`config.mk`:
```
export PLATFORM = sky130hd
export DESIGN_NAME = demod_config_register_bank
export DESIGN_NICKNAME = d
export VERILOG_FILES = /design/src/common/demod_cfg_pkg.sv /design/src/logic/demod_config_register_bank.sv
export SDC_FILE = /design/constraint.sdc
export NUM_CORES = 1
export LEC_CHECK = 0
export BUFFER_PORTS_ARGS = -buffer_cell sky130_fd_sc_hd__buf_2
export CAP_MARGIN = 20
export CORE_MARGIN = 1.5
export CORE_UTILIZATION = 52
export CTS_BUF_LIST = sky130_fd_sc_hd__clkbuf_16
export CTS_CLUSTER_DIAMETER = 150
export DETAILED_ROUTE_END_ITERATION = 10
export GPL_ROUTABILITY_DRIVEN = 0
export PLACE_DENSITY = 0.76
export SYNTH_ARGS = -nofsm -noshare
export SYNTH_HDL_FRONTEND = slang
export SYNTH_SLANG_ARGS = --single-unit
export TNS_END_PERCENT = 10
```
`constraint.sdc`:
```
create_clock -name clk_i -period 4.1 [get_ports clk_i]
set_input_delay 0.82 -clock clk_i [delete_from_list [all_inputs] [get_ports clk_i]]
set_output_delay 0.82 -clock clk_i [all_outputs]
set_load 0.01 [all_outputs]
```
`src/common/demod_cfg_pkg.sv`:
```
// Package: register map, field positions, reset values and carrier types of the config bank
`default_nettype none
package demod_cfg_pkg;
  // ***************************************************************
  // Register offsets
  // ***************************************************************
  localparam logic [14:0] ADDR_SERIAL_IF = 15'h0000;
  localparam logic [14:0] ADDR_CHIP_REV = 15'h0006;
  localparam logic [14:0] ADDR_COEF_STROBE = 15'h0010;
  localparam logic [14:0] ADDR_COEF_FIRST = 15'h0011;
  localparam logic [14:0] ADDR_COEF_LAST = 15'h0027;
  localparam logic [14:0] ADDR_ANALOG_PIN = 15'h0028;
  localparam logic [14:0] ADDR_SYNC_OUT = 15'h0029;
  localparam logic [14:0] ADDR_MIXER = 15'h002A;
  localparam logic [14:0] ADDR_CLK_DIV = 15'h002B;
  localparam logic [14:0] ADDR_DIG_PIN = 15'h002C;
  localparam logic [14:0] ADDR_CORE_RESET = 15'h002D;
  localparam logic [14:0] ADDR_CHECKSUM = 15'h002E;
  localparam logic [14:0] ADDR_BOOT_STATUS = 15'h002F;
  localparam int NUM_COEF = 23;
  // ***************************************************************
  // Serial-interface field positions
  // ***************************************************************
  localparam int SIF_SOFT_RESET = 7;
  localparam int SIF_LSB_FIRST = 6;
  localparam int SIF_ADDR_INC = 5;
  localparam int SIF_FOUR_WIRE = 4;
  // ***************************************************************
  // Writable-bit masks and reset values
  // ***************************************************************
  localparam logic [7:0] MASK_COEF_STROBE = 8'h03;
  localparam logic [7:0] MASK_ANALOG_PIN = 8'h03;
  localparam logic [7:0] MASK_SYNC_OUT = 8'h3F;
  localparam logic [7:0] MASK_MIXER = 8'h5F;
  localparam logic [7:0] MASK_CLK_DIV = 8'h1F;
  localparam logic [7:0] MASK_DIG_PIN = 8'h01;
  localparam logic [7:0] MASK_CORE_RESET = 8'h01;
  localparam logic [7:0] RST_SERIAL_IF = 8'h00;
  localparam logic [7:0] RST_COEF_STROBE = 8'h00;
  localparam logic [7:0] RST_ANALOG_PIN = 8'h00;
  localparam logic [7:0] RST_SYNC_OUT = 8'h2D;
  localparam logic [7:0] RST_MIXER = 8'h18;
  localparam logic [7:0] RST_CLK_DIV = 8'h02;
  localparam logic [7:0] RST_DIG_PIN = 8'h01;
  localparam logic [7:0] RST_CORE_RESET = 8'h00;
  // Coefficient defaults, index 0 is offset 0x0011
  localparam logic [NUM_COEF*8-1:0] RST_COEF = {
    8'h00, 8'h00, 8'h00, 8'hE0, 8'h00, 8'h0F, 8'hC0, 8'h0F, 8'hC0, 8'h0F, 8'hC0,
    8'h88, 8'h7E, 8'h97, 8'h1D, 8'h0F, 8'hC0, 8'h0F, 8'hC0, 8'hD7, 8'h1D,
    8'h00, 8'h00};
  // ***************************************************************
  // Carrier types
  // ***************************************************************
  typedef struct packed {
    logic wr;
    logic rd;
    logic [14:0] addr;
    logic [7:0] wdata;
  } reg_req_t;

  typedef struct packed {
    logic done;
    logic [7:0] checksum;
    logic ok;
    logic timeout;
  } boot_result_t;

  typedef struct packed {
    logic [7:0] serial_if;
    logic [7:0] coef_strobe;
    logic [NUM_COEF*8-1:0] coef;
    logic [NUM_COEF*8-1:0] active_coef;
    logic [7:0] analog_pin;
    logic [7:0] sync_out;
    logic [7:0] mixer;
    logic [7:0] clk_div;
    logic [7:0] dig_pin;
    logic [7:0] core_reset;
    logic [7:0] checksum;
    logic [2:0] boot_status;
    logic [7:0] rdata;
    logic coef_load;
  } bank_state_t;
endpackage
`default_nettype wire

```
`src/logic/demod_config_register_bank.sv`:
```
// Configuration register bank of the synchronous demodulator, byte-wide access from the serial port
// Summary of operation
// Writing one to serial-interface bit 7 holds the device in reset until zero is written.
// While soft reset is held, every configuration register except the serial-interface byte returns to its default.
// Serial-interface bit 6 picks bit order: zero MSB first, one LSB first.
// Serial-interface bit 5 sets multibyte address direction: zero decrement, one increment.
// Bit 4 zero: data pin bidirectional, separate output off; one: separate output drives.
// Serial-interface bits 3..0 mirror bits 4..7 so the byte reads symmetric.
// Coefficient strobe moving zero to one copies coefficient registers into the active filter.
// Checksum register returns the checksum computed during the latest boot load.
// Boot status bit 0 is one on completion, zero on timeout; bits 1,2 pass/fail.
// Unused and don't-care bits ignore writes and read as zero.
`default_nettype none
module demod_config_register_bank #(
  parameter logic [3:0] DIE_REVISION = 4'h5 // Arbitrary value
) (
  input wire logic clk_i,
  input wire logic rst_i,
  // Byte requests from the serial front end and the boot loader result
  input wire demod_cfg_pkg::reg_req_t req_i,
  input wire demod_cfg_pkg::boot_result_t boot_i,
  // Read byte and serial-interface controls
  output logic [7:0] rdata_o,
  output logic soft_reset_o,
  output logic lsb_first_o,
  output logic addr_increment_o,
  output logic four_wire_select_o,
  output logic data_pin_bidir_o,
  // Filter and configuration contents
  output logic [demod_cfg_pkg::NUM_COEF*8-1:0] active_coef_o,
  output logic coef_load_o,
  output logic [7:0] analog_pin_o,
  output logic [7:0] sync_out_o,
  output logic [7:0] mixer_o,
  output logic [7:0] clk_div_o,
  output logic [7:0] dig_pin_o,
  output logic core_reset_o
);
  // ***************************************************************
  // State
  // ***************************************************************
  demod_cfg_pkg::bank_state_t s;
  demod_cfg_pkg::bank_state_t next_s;
  logic [4:0] coef_idx;
  logic [demod_cfg_pkg::NUM_COEF-1:0] coef_hit;
  logic coef_range;
  logic [7:0] strobe_wdata;
  logic strobe_rise;
  logic hold_soft_reset;

  // Symmetric control byte from the four upper control bits
  function automatic logic [7:0] mirror_sif(input logic [7:0] d);
    mirror_sif = {d[7:4], d[4], d[5], d[6], d[7]};
  endfunction

  // ***************************************************************
  // Address decode
  // ***************************************************************
  // One comparator per coefficient byte; the index is only used inside the range
  for (genvar k = 0; k < demod_cfg_pkg::NUM_COEF; k++) begin : g_coef_hit
    assign coef_hit[k] = req_i.addr == demod_cfg_pkg::ADDR_COEF_FIRST + 15'(k);
  end
  assign coef_range = |coef_hit;
  assign coef_idx = 5'(req_i.addr - demod_cfg_pkg::ADDR_COEF_FIRST);

  // Load fires only when the strobe field leaves all-zero
  assign strobe_wdata = req_i.wdata & demod_cfg_pkg::MASK_COEF_STROBE;
  assign strobe_rise = s.coef_strobe == 8'h00 && strobe_wdata != 8'h00;

  // Soft reset stays until a serial-interface write clears bit 7
  assign hold_soft_reset = s.serial_if[demod_cfg_pkg::SIF_SOFT_RESET] &&
    !(req_i.wr && req_i.addr == demod_cfg_pkg::ADDR_SERIAL_IF &&
      !req_i.wdata[demod_cfg_pkg::SIF_SOFT_RESET]);

  // ***************************************************************
  // Next-state logic
  // ***************************************************************
  always_comb begin
    next_s = s;
    next_s.coef_load = 1'b0;
    next_s.rdata = 8'h00;
    // ***************************************************************
    // Register writes
    // ***************************************************************
    if (req_i.wr) begin
      unique case (req_i.addr)
        demod_cfg_pkg::ADDR_SERIAL_IF: begin
          next_s.serial_if = mirror_sif(req_i.wdata);
        end
        demod_cfg_pkg::ADDR_COEF_STROBE: begin
          next_s.coef_strobe = strobe_wdata;
          if (strobe_rise) begin
            next_s.active_coef = s.coef;
            next_s.coef_load = 1'b1;
          end
        end
        demod_cfg_pkg::ADDR_ANALOG_PIN: begin
          next_s.analog_pin = req_i.wdata & demod_cfg_pkg::MASK_ANALOG_PIN;
        end
        demod_cfg_pkg::ADDR_SYNC_OUT: begin
          next_s.sync_out = req_i.wdata & demod_cfg_pkg::MASK_SYNC_OUT;
        end
        demod_cfg_pkg::ADDR_MIXER: begin
          next_s.mixer = req_i.wdata & demod_cfg_pkg::MASK_MIXER;
        end
        demod_cfg_pkg::ADDR_CLK_DIV: begin
          next_s.clk_div = req_i.wdata & demod_cfg_pkg::MASK_CLK_DIV;
        end
        demod_cfg_pkg::ADDR_DIG_PIN: begin
          next_s.dig_pin = req_i.wdata & demod_cfg_pkg::MASK_DIG_PIN;
        end
        demod_cfg_pkg::ADDR_CORE_RESET: begin
          next_s.core_reset = req_i.wdata & demod_cfg_pkg::MASK_CORE_RESET;
        end
        // Read-only registers drop writes
        demod_cfg_pkg::ADDR_CHIP_REV, demod_cfg_pkg::ADDR_CHECKSUM,
        demod_cfg_pkg::ADDR_BOOT_STATUS: begin
          next_s.checksum = s.checksum;
        end
        default: begin
          if (coef_range) begin
            next_s.coef[coef_idx*8 +: 8] = req_i.wdata;
          end
        end
      endcase
    end
    // ***************************************************************
    // Boot result: checksum and status of the latest load
    // ***************************************************************
    if (boot_i.done) begin
      next_s.checksum = boot_i.checksum;
      next_s.boot_status = {~boot_i.ok, boot_i.ok, ~boot_i.timeout};
    end
    // ***************************************************************
    // Register reads
    // ***************************************************************
    if (req_i.rd) begin
      unique case (req_i.addr)
        demod_cfg_pkg::ADDR_SERIAL_IF: next_s.rdata = s.serial_if;
        demod_cfg_pkg::ADDR_CHIP_REV: next_s.rdata = {4'h0, DIE_REVISION};
        demod_cfg_pkg::ADDR_COEF_STROBE: next_s.rdata = s.coef_strobe;
        demod_cfg_pkg::ADDR_ANALOG_PIN: next_s.rdata = s.analog_pin;
        demod_cfg_pkg::ADDR_SYNC_OUT: next_s.rdata = s.sync_out;
        demod_cfg_pkg::ADDR_MIXER: next_s.rdata = s.mixer;
        demod_cfg_pkg::ADDR_CLK_DIV: next_s.rdata = s.clk_div;
        demod_cfg_pkg::ADDR_DIG_PIN: next_s.rdata = s.dig_pin;
        demod_cfg_pkg::ADDR_CORE_RESET: next_s.rdata = s.core_reset;
        demod_cfg_pkg::ADDR_CHECKSUM: next_s.rdata = s.checksum;
        demod_cfg_pkg::ADDR_BOOT_STATUS: next_s.rdata = {5'h00, s.boot_status};
        default: begin
          if (coef_range) begin
            next_s.rdata = s.coef[coef_idx*8 +: 8];
          end
        end
      endcase
    end
    // ***************************************************************
    // Soft reset hold: config at default until the reset bit is cleared
    // ***************************************************************
    if (hold_soft_reset) begin
      next_s.serial_if = s.serial_if;
      next_s.coef_strobe = demod_cfg_pkg::RST_COEF_STROBE;
      next_s.coef = demod_cfg_pkg::RST_COEF;
      next_s.active_coef = demod_cfg_pkg::RST_COEF;
      next_s.analog_pin = demod_cfg_pkg::RST_ANALOG_PIN;
      next_s.sync_out = demod_cfg_pkg::RST_SYNC_OUT;
      next_s.mixer = demod_cfg_pkg::RST_MIXER;
      next_s.clk_div = demod_cfg_pkg::RST_CLK_DIV;
      next_s.dig_pin = demod_cfg_pkg::RST_DIG_PIN;
      next_s.core_reset = demod_cfg_pkg::RST_CORE_RESET;
      next_s.coef_load = 1'b0;
    end
  end

  // ***************************************************************
  // State register
  // ***************************************************************
  always_ff @(posedge clk_i) begin
    if (rst_i) begin
      // Same defaults as the soft reset; boot results start cleared
      s.serial_if <= demod_cfg_pkg::RST_SERIAL_IF;
      s.coef_strobe <= demod_cfg_pkg::RST_COEF_STROBE;
      s.coef <= demod_cfg_pkg::RST_COEF;
      s.active_coef <= demod_cfg_pkg::RST_COEF;
      s.analog_pin <= demod_cfg_pkg::RST_ANALOG_PIN;
      s.sync_out <= demod_cfg_pkg::RST_SYNC_OUT;
      s.mixer <= demod_cfg_pkg::RST_MIXER;
      s.clk_div <= demod_cfg_pkg::RST_CLK_DIV;
      s.dig_pin <= demod_cfg_pkg::RST_DIG_PIN;
      s.core_reset <= demod_cfg_pkg::RST_CORE_RESET;
      s.checksum <= 8'h00;
      s.boot_status <= 3'h0;
      s.rdata <= 8'h00;
      s.coef_load <= 1'b0;
    end else begin
      s <= next_s;
    end
  end

  // ***************************************************************
  // Read data and serial-interface controls
  // ***************************************************************
  assign rdata_o = s.rdata;
  assign soft_reset_o = s.serial_if[demod_cfg_pkg::SIF_SOFT_RESET];
  assign lsb_first_o = s.serial_if[demod_cfg_pkg::SIF_LSB_FIRST];
  assign addr_increment_o = s.serial_if[demod_cfg_pkg::SIF_ADDR_INC];
  assign four_wire_select_o = s.serial_if[demod_cfg_pkg::SIF_FOUR_WIRE];
  assign data_pin_bidir_o = ~s.serial_if[demod_cfg_pkg::SIF_FOUR_WIRE];

  // ***************************************************************
  // Configuration contents
  // ***************************************************************
  assign active_coef_o = s.active_coef;
  assign coef_load_o = s.coef_load;
  assign analog_pin_o = s.analog_pin;
  assign sync_out_o = s.sync_out;
  assign mixer_o = s.mixer;
  assign clk_div_o = s.clk_div;
  assign dig_pin_o = s.dig_pin;
  assign core_reset_o = s.core_reset[0];
endmodule
`default_nettype wire

```
* Word level (Yosys, flattened, before mapping)
Cells that the tools add are included.
** Word-level totals
- Bits of input ports :: 38
- Output and inout bits :: 239
- Register bits after elaboration :: 419
** Cells by class
- Reductions and logical operators :: 24
- $add $sub $neg :: 2
- Bitwise operators :: 8
- Shifts and indexed selects :: 3
- Equality and inequality tests :: 33
- Mux-type cells :: 5
** Operators with widths (count)
- $eq A15 B5 Y1 const B :: 16
- $eq A15 B6 Y1 const B :: 16
- $bwmux W184 :: 1
- $shift A8 B34 Y184 const A :: 1
- $shiftx A184 B9 Y8 :: 1
- $shiftx A8 B34 Y184 :: 1
- $pmux W8 S11 :: 1
- $neg A8 Y34 :: 1
- $reduce_or A23 Y1 :: 1
- $eq A15 B3 Y1 const B :: 1
- $logic_not A15 Y1 :: 1
- $reduce_and A2 Y1 :: 7
- $mux W11 :: 1
- $reduce_or A11 Y1 :: 1
- $reduce_and A3 Y1 :: 3
- $logic_not A8 Y1 :: 1
- $mux W8 :: 1
- $not A1 Y1 :: 8
- $reduce_bool A8 Y1 :: 1
- $sub A5 B5 Y5 const B :: 1
- $logic_and A1 B1 Y1 :: 4
- $reduce_or A2 Y1 :: 2
- $reduce_or A4 Y1 :: 1
- $logic_not A1 Y1 :: 2
- $mux W1 :: 1

* Logic depth before layout (Yosys ltp)
Gate-level depths: netlist (run 1).
- Word-level depth :: 7
- Gate-level depth with buffers :: 15
- Gate-level depth less buffers :: 11

* Worst setup path before layout (run 1)
Ideal clock, no wire load.
- Kind :: input to register
- Start point :: in req_i[8] in the netlist's numbering
- End point :: reg s[305] in the netlist's numbering
- Setup time :: 0.070 ns
- Arrival time :: 4.015 ns
- Stages on the path :: 15
- Required time :: 4.030 ns
- Setup slack :: 0.014 ns
- Cell sequence :: buf_2 buf_2 clkinv_1 ha_1 and3b_1 a31oi_1 nor2_1 ha_1 clkbuf_1 nand2_1 clkbuf_1 nor3_1 clkbuf_1 nand4_1 a21oi_1
** On the way
- Longest elaborated chain between the ends :: 6
- Elaborated cells on any way between the ends :: 48
- Classes of those cells :: add/sub (2); eq/ne (33); shift (2); mux (1); bitwise (1); reduce/logical (9)
** RTL lines
- start: declaration :: line demod_config_register_bank.sv:20 : input wire demod_cfg_pkg::reg_req_t req_i,
- branches (longest 6 deep; another with $neg A8 Y34)
- end signal: assignment :: line demod_config_register_bank.sv:196 : s <= next_s;
- end: declaration :: line demod_config_register_bank.sv:42 : demod_cfg_pkg::bank_state_t s;
Parallel ways; which one is timed is not known.
A chain may end at the register's enable or synchronous reset.

* Worst setup path in the final report (run 1)
- Start point :: in req_i[8] in the netlist's numbering
- End point :: reg s[265] in the netlist's numbering
Same word-level chain as after synthesis.

==> results of run 1 <==
synthesized netlist by cell type, types with 8 or more instances:
library cell  number
nand3_1          140
buf_1             11
inv_1              8
nor2b_1            8
o211ai_1          34
a211oi_1          12
nand2_1          480
a21o_1             9
mux2i_1           64
dfxtp_1          415
clkbuf_1         153
nor3_1            22
or4_1             29
o21ai_0          139
a21oi_1          225
and2_1            10
a211o_1            8
nor2_1            80
mux2_2            11
mux4_2            38
a221oi_1           8
buf_2             32
nand4_1           58
a31oi_1           11
and3_1            28
buf_4            234
or3_1             24
nor4_1            10
area by class of cell:
| class | count | share of cell area, % |
|---|---|---|
| inverters | 11 | 0.192 |
| multi-input cells | 1579 | 42.7 |
| flip-flops and latches | 415 | 38.7 |
| diodes | 4 | 0.0466 |
| clock inverters | 30 | 1.29 |
| clock buffers | 45 | 5.24 |
| repair buffers | 329 | 8.92 |
| well taps | 511 | 2.98 |
cells by family (layout without fill, tap and decap cells):
logic type,Yosys count,count (layout),share of synthesized area [%]
buffers and inverters,444,415,13.0
adder cells (fa/ha/maj),6,6,0.376
XOR/XNOR,8,8,0.426
AND/OR/NAND/NOR,930,930,21.7
AO/OA/AOI/OAI,502,502,14.8
other,1,24,0.0188
multiplexers,113,113,8.11
flip-flops,415,415,41.6
per-layer routing:
metal,track usage (%),routed length [µm],vias to the layer above
li1,-,-,8144
met1,42.0,25300,8629
met2,48.5,28300,1298
met3,9.07,8150,323
met4,20.1,4340,2
met5,0,13,-
layout by cell type, fill, tap and decap left out, drive strengths merged, types with 30 or more instances in the layout:
| cell type | count |
|---|---|
| o211ai | 34 |
| buf | 329 |
| nand3 | 141 |
| mux2i | 64 |
| nor2 | 81 |
| nand2 | 480 |
| nand4 | 58 |
| mux4 | 38 |
| o21ai | 140 |
| dfxtp | 415 |
| and3 | 30 |
| clkbuf | 45 |
| or4 | 31 |
| a21oi | 225 |
registers in the layout, summed over array words and instances (netlist names), 2 cells and up:
signal	flops
clk_div_o	5
active_coef_o	184
mixer_o	6
sync_out_o	6
analog_pin_o	2
s	198
rdata_o	8
final timing paths:
check / from / end / cells after the start
worst max-delay path: req_i[8] / s[265] / 10
worst min-delay path: active_coef_o[88] / active_coef_o[88] / 2
worst max register to register: s[444] / s[389] / 5
worst min register to register: active_coef_o[88] / active_coef_o[88] / 2
power breakdown:
part           total (µW)  switching (µW)  internal, µW  leakage (µW)
Sequential           4040            4.00          4040       0.00335
Clock                3960            1610          2350      0.000714
Combinational         727             525           202       0.00442
through the flow:
stage | power [µW] | cells | setup WS, ns | util [%] | instance area [µm²]
5_1_grt | 8930 | 2921 | 0.486 | 56.9 | 21500
4_1_cts | 8710 | 2920 | 0.809 | 56.9 | 21500
3_3_place_gp | 4800 | 2845 | 0.351 | 53.2 | 20100
2_1_floorplan | 4580 | 2438 | 0.0143 | - | 20000
6_report | 8730 | 2924 | 0.687 | 56.9 | 21500
3_5_place_dp | 4810 | 2845 | 0.212 | 53.2 | 20100
worst max-delay path, delay by kind of cell:
family / cells / cell delay [ns]
AOI/OAI and AO/OA: 1 / 0.14
adders and majority gates: 1 / 0.39
buffers and inverters: 3 / 0.61
and+or+nand+nor: 5 / 1.91
==> metrics.txt, run 1 <==
Synth Instances 2419; worst hold margin 0.445 ns; CTS root buffer clkbuf_16; CORE AREA 37800 µm²; max_slew headroom 34.8%; period utilization 83.2%; vias per cell 6.29; Final Slew Violations 0; RSZ-0062 raised after global routing no; setup_tns 0 ns; syn_area_per_cell 8.26 µm²; port bufs 256; Crit-path slowest cell nor2b_1; Worst Path Max Fanout 14; die area 39600 µm²; Setup Buffers After CTS 0; Max Clk Rate 0.293 GHz; Startpoint Class primary input; Finish-stage setup viols 0; Synth Cell Area 20000 µm²; worst path required time 4.58 ns; DRC 0; GRT Total Usage 32.7%; Final Hold Viols 0; initial antenna violation count 3; Hold WC Path Type reg -> reg; Chip Height 199 µm; largest net degree at the start of global routing 188; predominant post-synthesis flop cell dfxtp_1; CTS tree built; max cap viols 0; H-tree levels 2; chip width 199 µm; Skew-Pair Late Insertion Delay 0.57 ns; clk_skew 0.0201 ns; Overflow after GRT 0; FF-to-FF setup slack 1.26 ns; register area 8310 µm²; Synth area leader dfxtp_1; Pwr Density 406 nW/µm²; cts repair resizes 0; initial core utilization 52.9%; router iterations before antenna repair 8; vias 18400; synthesis-to-finish area growth 7.57%; nets 2423; post-synth cell types 81; io pins 277; Final HPWL DP 45800 µm; Reg clk slew, reported paths 0.06 ns; Routed wire per std cell 22.6 µm; maximum vdd drop 250 µV; fraction of registers with async set/reset 0%; CTS Buf Count 43; Leak 0.00848 µW; initial DRC count 2369; Std-Cell Rows 71; cts hold-fix bufs 0; post-synth top area share 41.6%; Filler cells 3378; clk buf depth 3; multi-input logic area 9170 µm²; CTS Sinks 415; WS Path Type in -> reg; Slew @ Worst Pin 0.974 ns; crit-path cells buf_2 > clkinv_1 > ha_1 > buf_4 > nor2b_1 > nand2_1 > nor2_1 > nand3_1 > or3_1 > a21oi_1; share of layout cells above drive strength 1 19.1%; count of state elements after synthesis 415; CP arrival 3.90 ns; number of global-route vias before repair 17100; CP peak stage delay 0.61 ns; crit end category flop; largest cells by area after synthesis dfxtp_1, nand2_1, buf_4; number of enable flip-flop cells after synthesis 0; first-pass GRT wire length 99100 µm; Post-Route WL 66100 µm; Seq/Total Area, Yosys 41.6%; DRT antenna net count 0; min cycle time layout 3.41 ns; Ys Warns 0; status complete, no violations
No activity file was read; power rests on OpenSTA's default activity.
==> inputs of run 2 (changes only) <==
- clock period: 4.1 -> 3 ns (I/O delays scaled with it)
==> run 2 against run 1 <==
First-iteration DRC count fell by 2.2%. Largest power group unchanged. Register-to-register slack got worse by 0.38 ns. Global-route usage up 1.2 points. Clock power increased by 29%. Flip-flop and latch count stayed put. Critical path depth rose by 2. Hold slack worse by 0.17 ns. Critical endpoint is now s[296]. Critical path type unchanged. Cell area rose by 6.9%. Routed wire length rose by 3.6%. Worst setup slack lost 0.46 ns.
==> metrics.txt, run 2 (synthesized netlist as in run 1, its figures left out) <==
Inst Count DP 3023 (+6.3%); Skew-Pair Late Insertion Delay 0.55 ns (-0.02 ns); worst hold margin 0.272 ns (-0.173 ns); Crit-path slowest cell or4_2; nets 2602 (+7.4%); Startpoint Class primary input; Max Clk Rate 0.361 GHz; Pwr Density 516 nW/µm² (+27%); max_slew headroom 55.3% (+20 points); CTS tree built; H-tree levels 2 (unchanged); commonest non-fill, non-tap cell in the layout nand2_1; period utilization 92.4%; Final Slew Violations 0 (unchanged); share of layout cells above drive strength 1 25.4% (+6.3 points); RSZ-0062 raised after global routing no; CP arrival 3.25 ns (-0.65 ns); initial DRC count 2316 (-2.2%); Final HPWL DP 50300 µm (+9.9%); max cap viols 0 (unchanged); crit end category flop; Overflow after GRT 0 (unchanged); DR WL met3 8230 µm (+1.0%); vias per cell 6.14 (-2.4%); worst path required time 3.48 ns (-1.10 ns); CP delay by family, top simple AND/OR/NAND/NOR gates; CTS root buffer clkbuf_16; Std-Cell Rows 71 (unchanged); worst min-delay path startpoint boot_i[0]; Filler cells 3336 (-1.2%); vias 19000 (+3.4%); CP peak stage delay 0.58 ns (-0.03 ns); CTS Buf Count 43 (unchanged); Worst Path Max Fanout 7 (-7); number of global-route vias before repair 18100 (+5.9%); clk_skew 0.0151 ns (-0.00501 ns); Setup Buffers After CTS 0 (unchanged); Met2 Routed Length 29900 µm (+5.5%); maximum vdd drop 415 µV (+66%); io pins 277 (unchanged); Final Util 60.9% (+3.9 points); Leak 0.00936 µW (+10%); Post-Route WL 68500 µm (+3.6%); FF-to-FF setup slack 0.88 ns (-0.38 ns); GRT Total Usage 33.8% (+1.2 points); Hold WC Path Type in -> reg; Top Layer Used met5; max FFs per register 198 (unchanged); port bufs 256 (unchanged); status complete, no violations; DRT antenna net count 0 (unchanged); clk buf depth 3 (unchanged); worst reg2reg path startpoint s[444]; FF-to-FF End s[397]; commonest cells after routing, fill and taps aside nand2_1, dfxtp_1, buf_2; initial core utilization 52.9% (unchanged); DRC 0 (unchanged); chip width 199 µm (unchanged); Reg clk slew, reported paths 0.06 ns (about the same); WS Path Type in -> reg; CTS Sinks 415 (unchanged); Slew @ Worst Pin 0.666 ns (-0.309 ns); Finish-stage setup viols 0 (unchanged); crit-path cells buf_2 > clkinv_8 > ha_4 > and3b_1 > a31oi_2 > nor2_1 > ha_1 > nand2_1 > nor2_1 > nand2_1 > or4_2 > a21oi_1; FF-to-FF path depth 5 (unchanged); first-pass GRT wire length 103000 µm (+3.7%); synthesis-to-finish area growth 15.0%; antenna cells 0 (-4); Routed wire per std cell 22.1 µm (-2.2%); wl on met1 25600 µm (+1.1%); buffers plus inverters on the worst setup path 2 (-1); cts hold-fix bufs 0 (unchanged); Finished Layout Cells 3097 (+5.9%); largest net degree at the start of global routing 107 (-43%); router iterations before antenna repair 8 (unchanged); Hold Path End s[9]; initial antenna violation count 1 (-2); die area 39600 µm² (unchanged); Critical path origin req_i[8]; cts repair resizes 0 (unchanged); min cycle time layout 2.77 ns; hold path cells 2 (unchanged); CORE AREA 37800 µm² (unchanged); Most flops, register s; Final Hold Viols 0 (unchanged); Chip Height 199 µm (unchanged)
run 2: cell count changes in the layout (fill, tap and decap cells not counted), sizes merged:
cell and change:
buf +179, clkinv -1, bufinv -4, clkinvlp +3, diode -4
run 2: through the flow:
| step | total power, µW | setup TNS (ns) | instance area [µm²] | worst slack, ns |
|---|---|---|---|---|
| final | 11900 | 0 | 23000 | 0.229 |
| after global routing | 12200 | 0 | 23000 | 0.160 |
| after CTS | 11800 | 0 | 23000 | 0.325 |
| after detailed placement | 6800 | -13.35 | 21600 | -0.213 |
| after global placement | 6780 | -4.85 | 21600 | -0.147 |
| after floorplan | 6290 | -0.375 | 20200 | -0.0374 |
run 2: metal layers:
metal | track usage [%] | up-vias
met5 | 0 | -
met4 | 21.2 | 2
met3 | 8.41 | 328
met2 | 52.1 | 1316
met1 | 42.5 | 8880
li1 | - | 8495
run 2: worst max-delay path by stage:
| stage | endpoint | slack (ns) | cells after the start |
|---|---|---|---|
| floorplan | s[275] | -0.04 | 12 |
| finish | s[296] | 0.23 | 12 |
| global route | s[415] | 0.16 | 14 |
| CTS | s[296] | 0.32 | 12 |
| detailed placement | s[296] | -0.21 | 12 |
| global placement | s[414] | -0.15 | 10 |
run 2: area by class of cell:
cell class | count | area, µm² | area share, %
clock buffer | 45 | 1130 | 4.90
clock inverter | 28 | 199 | 0.866
inverter | 11 | 53.8 | 0.234
multi-input combinational | 1579 | 9270 | 40.3
sequential | 415 | 8310 | 36.2
tap | 511 | 639 | 2.78
timing repair buffer | 508 | 3380 | 14.7
run 2: where the power goes:
| part | switching [µW] | internal, µW |
|---|---|---|
| logic | 788 | 436 |
| registers | 6.27 | 5520 |
| clock network | 2220 | 2880 |
| total | 3020 | 8840 |
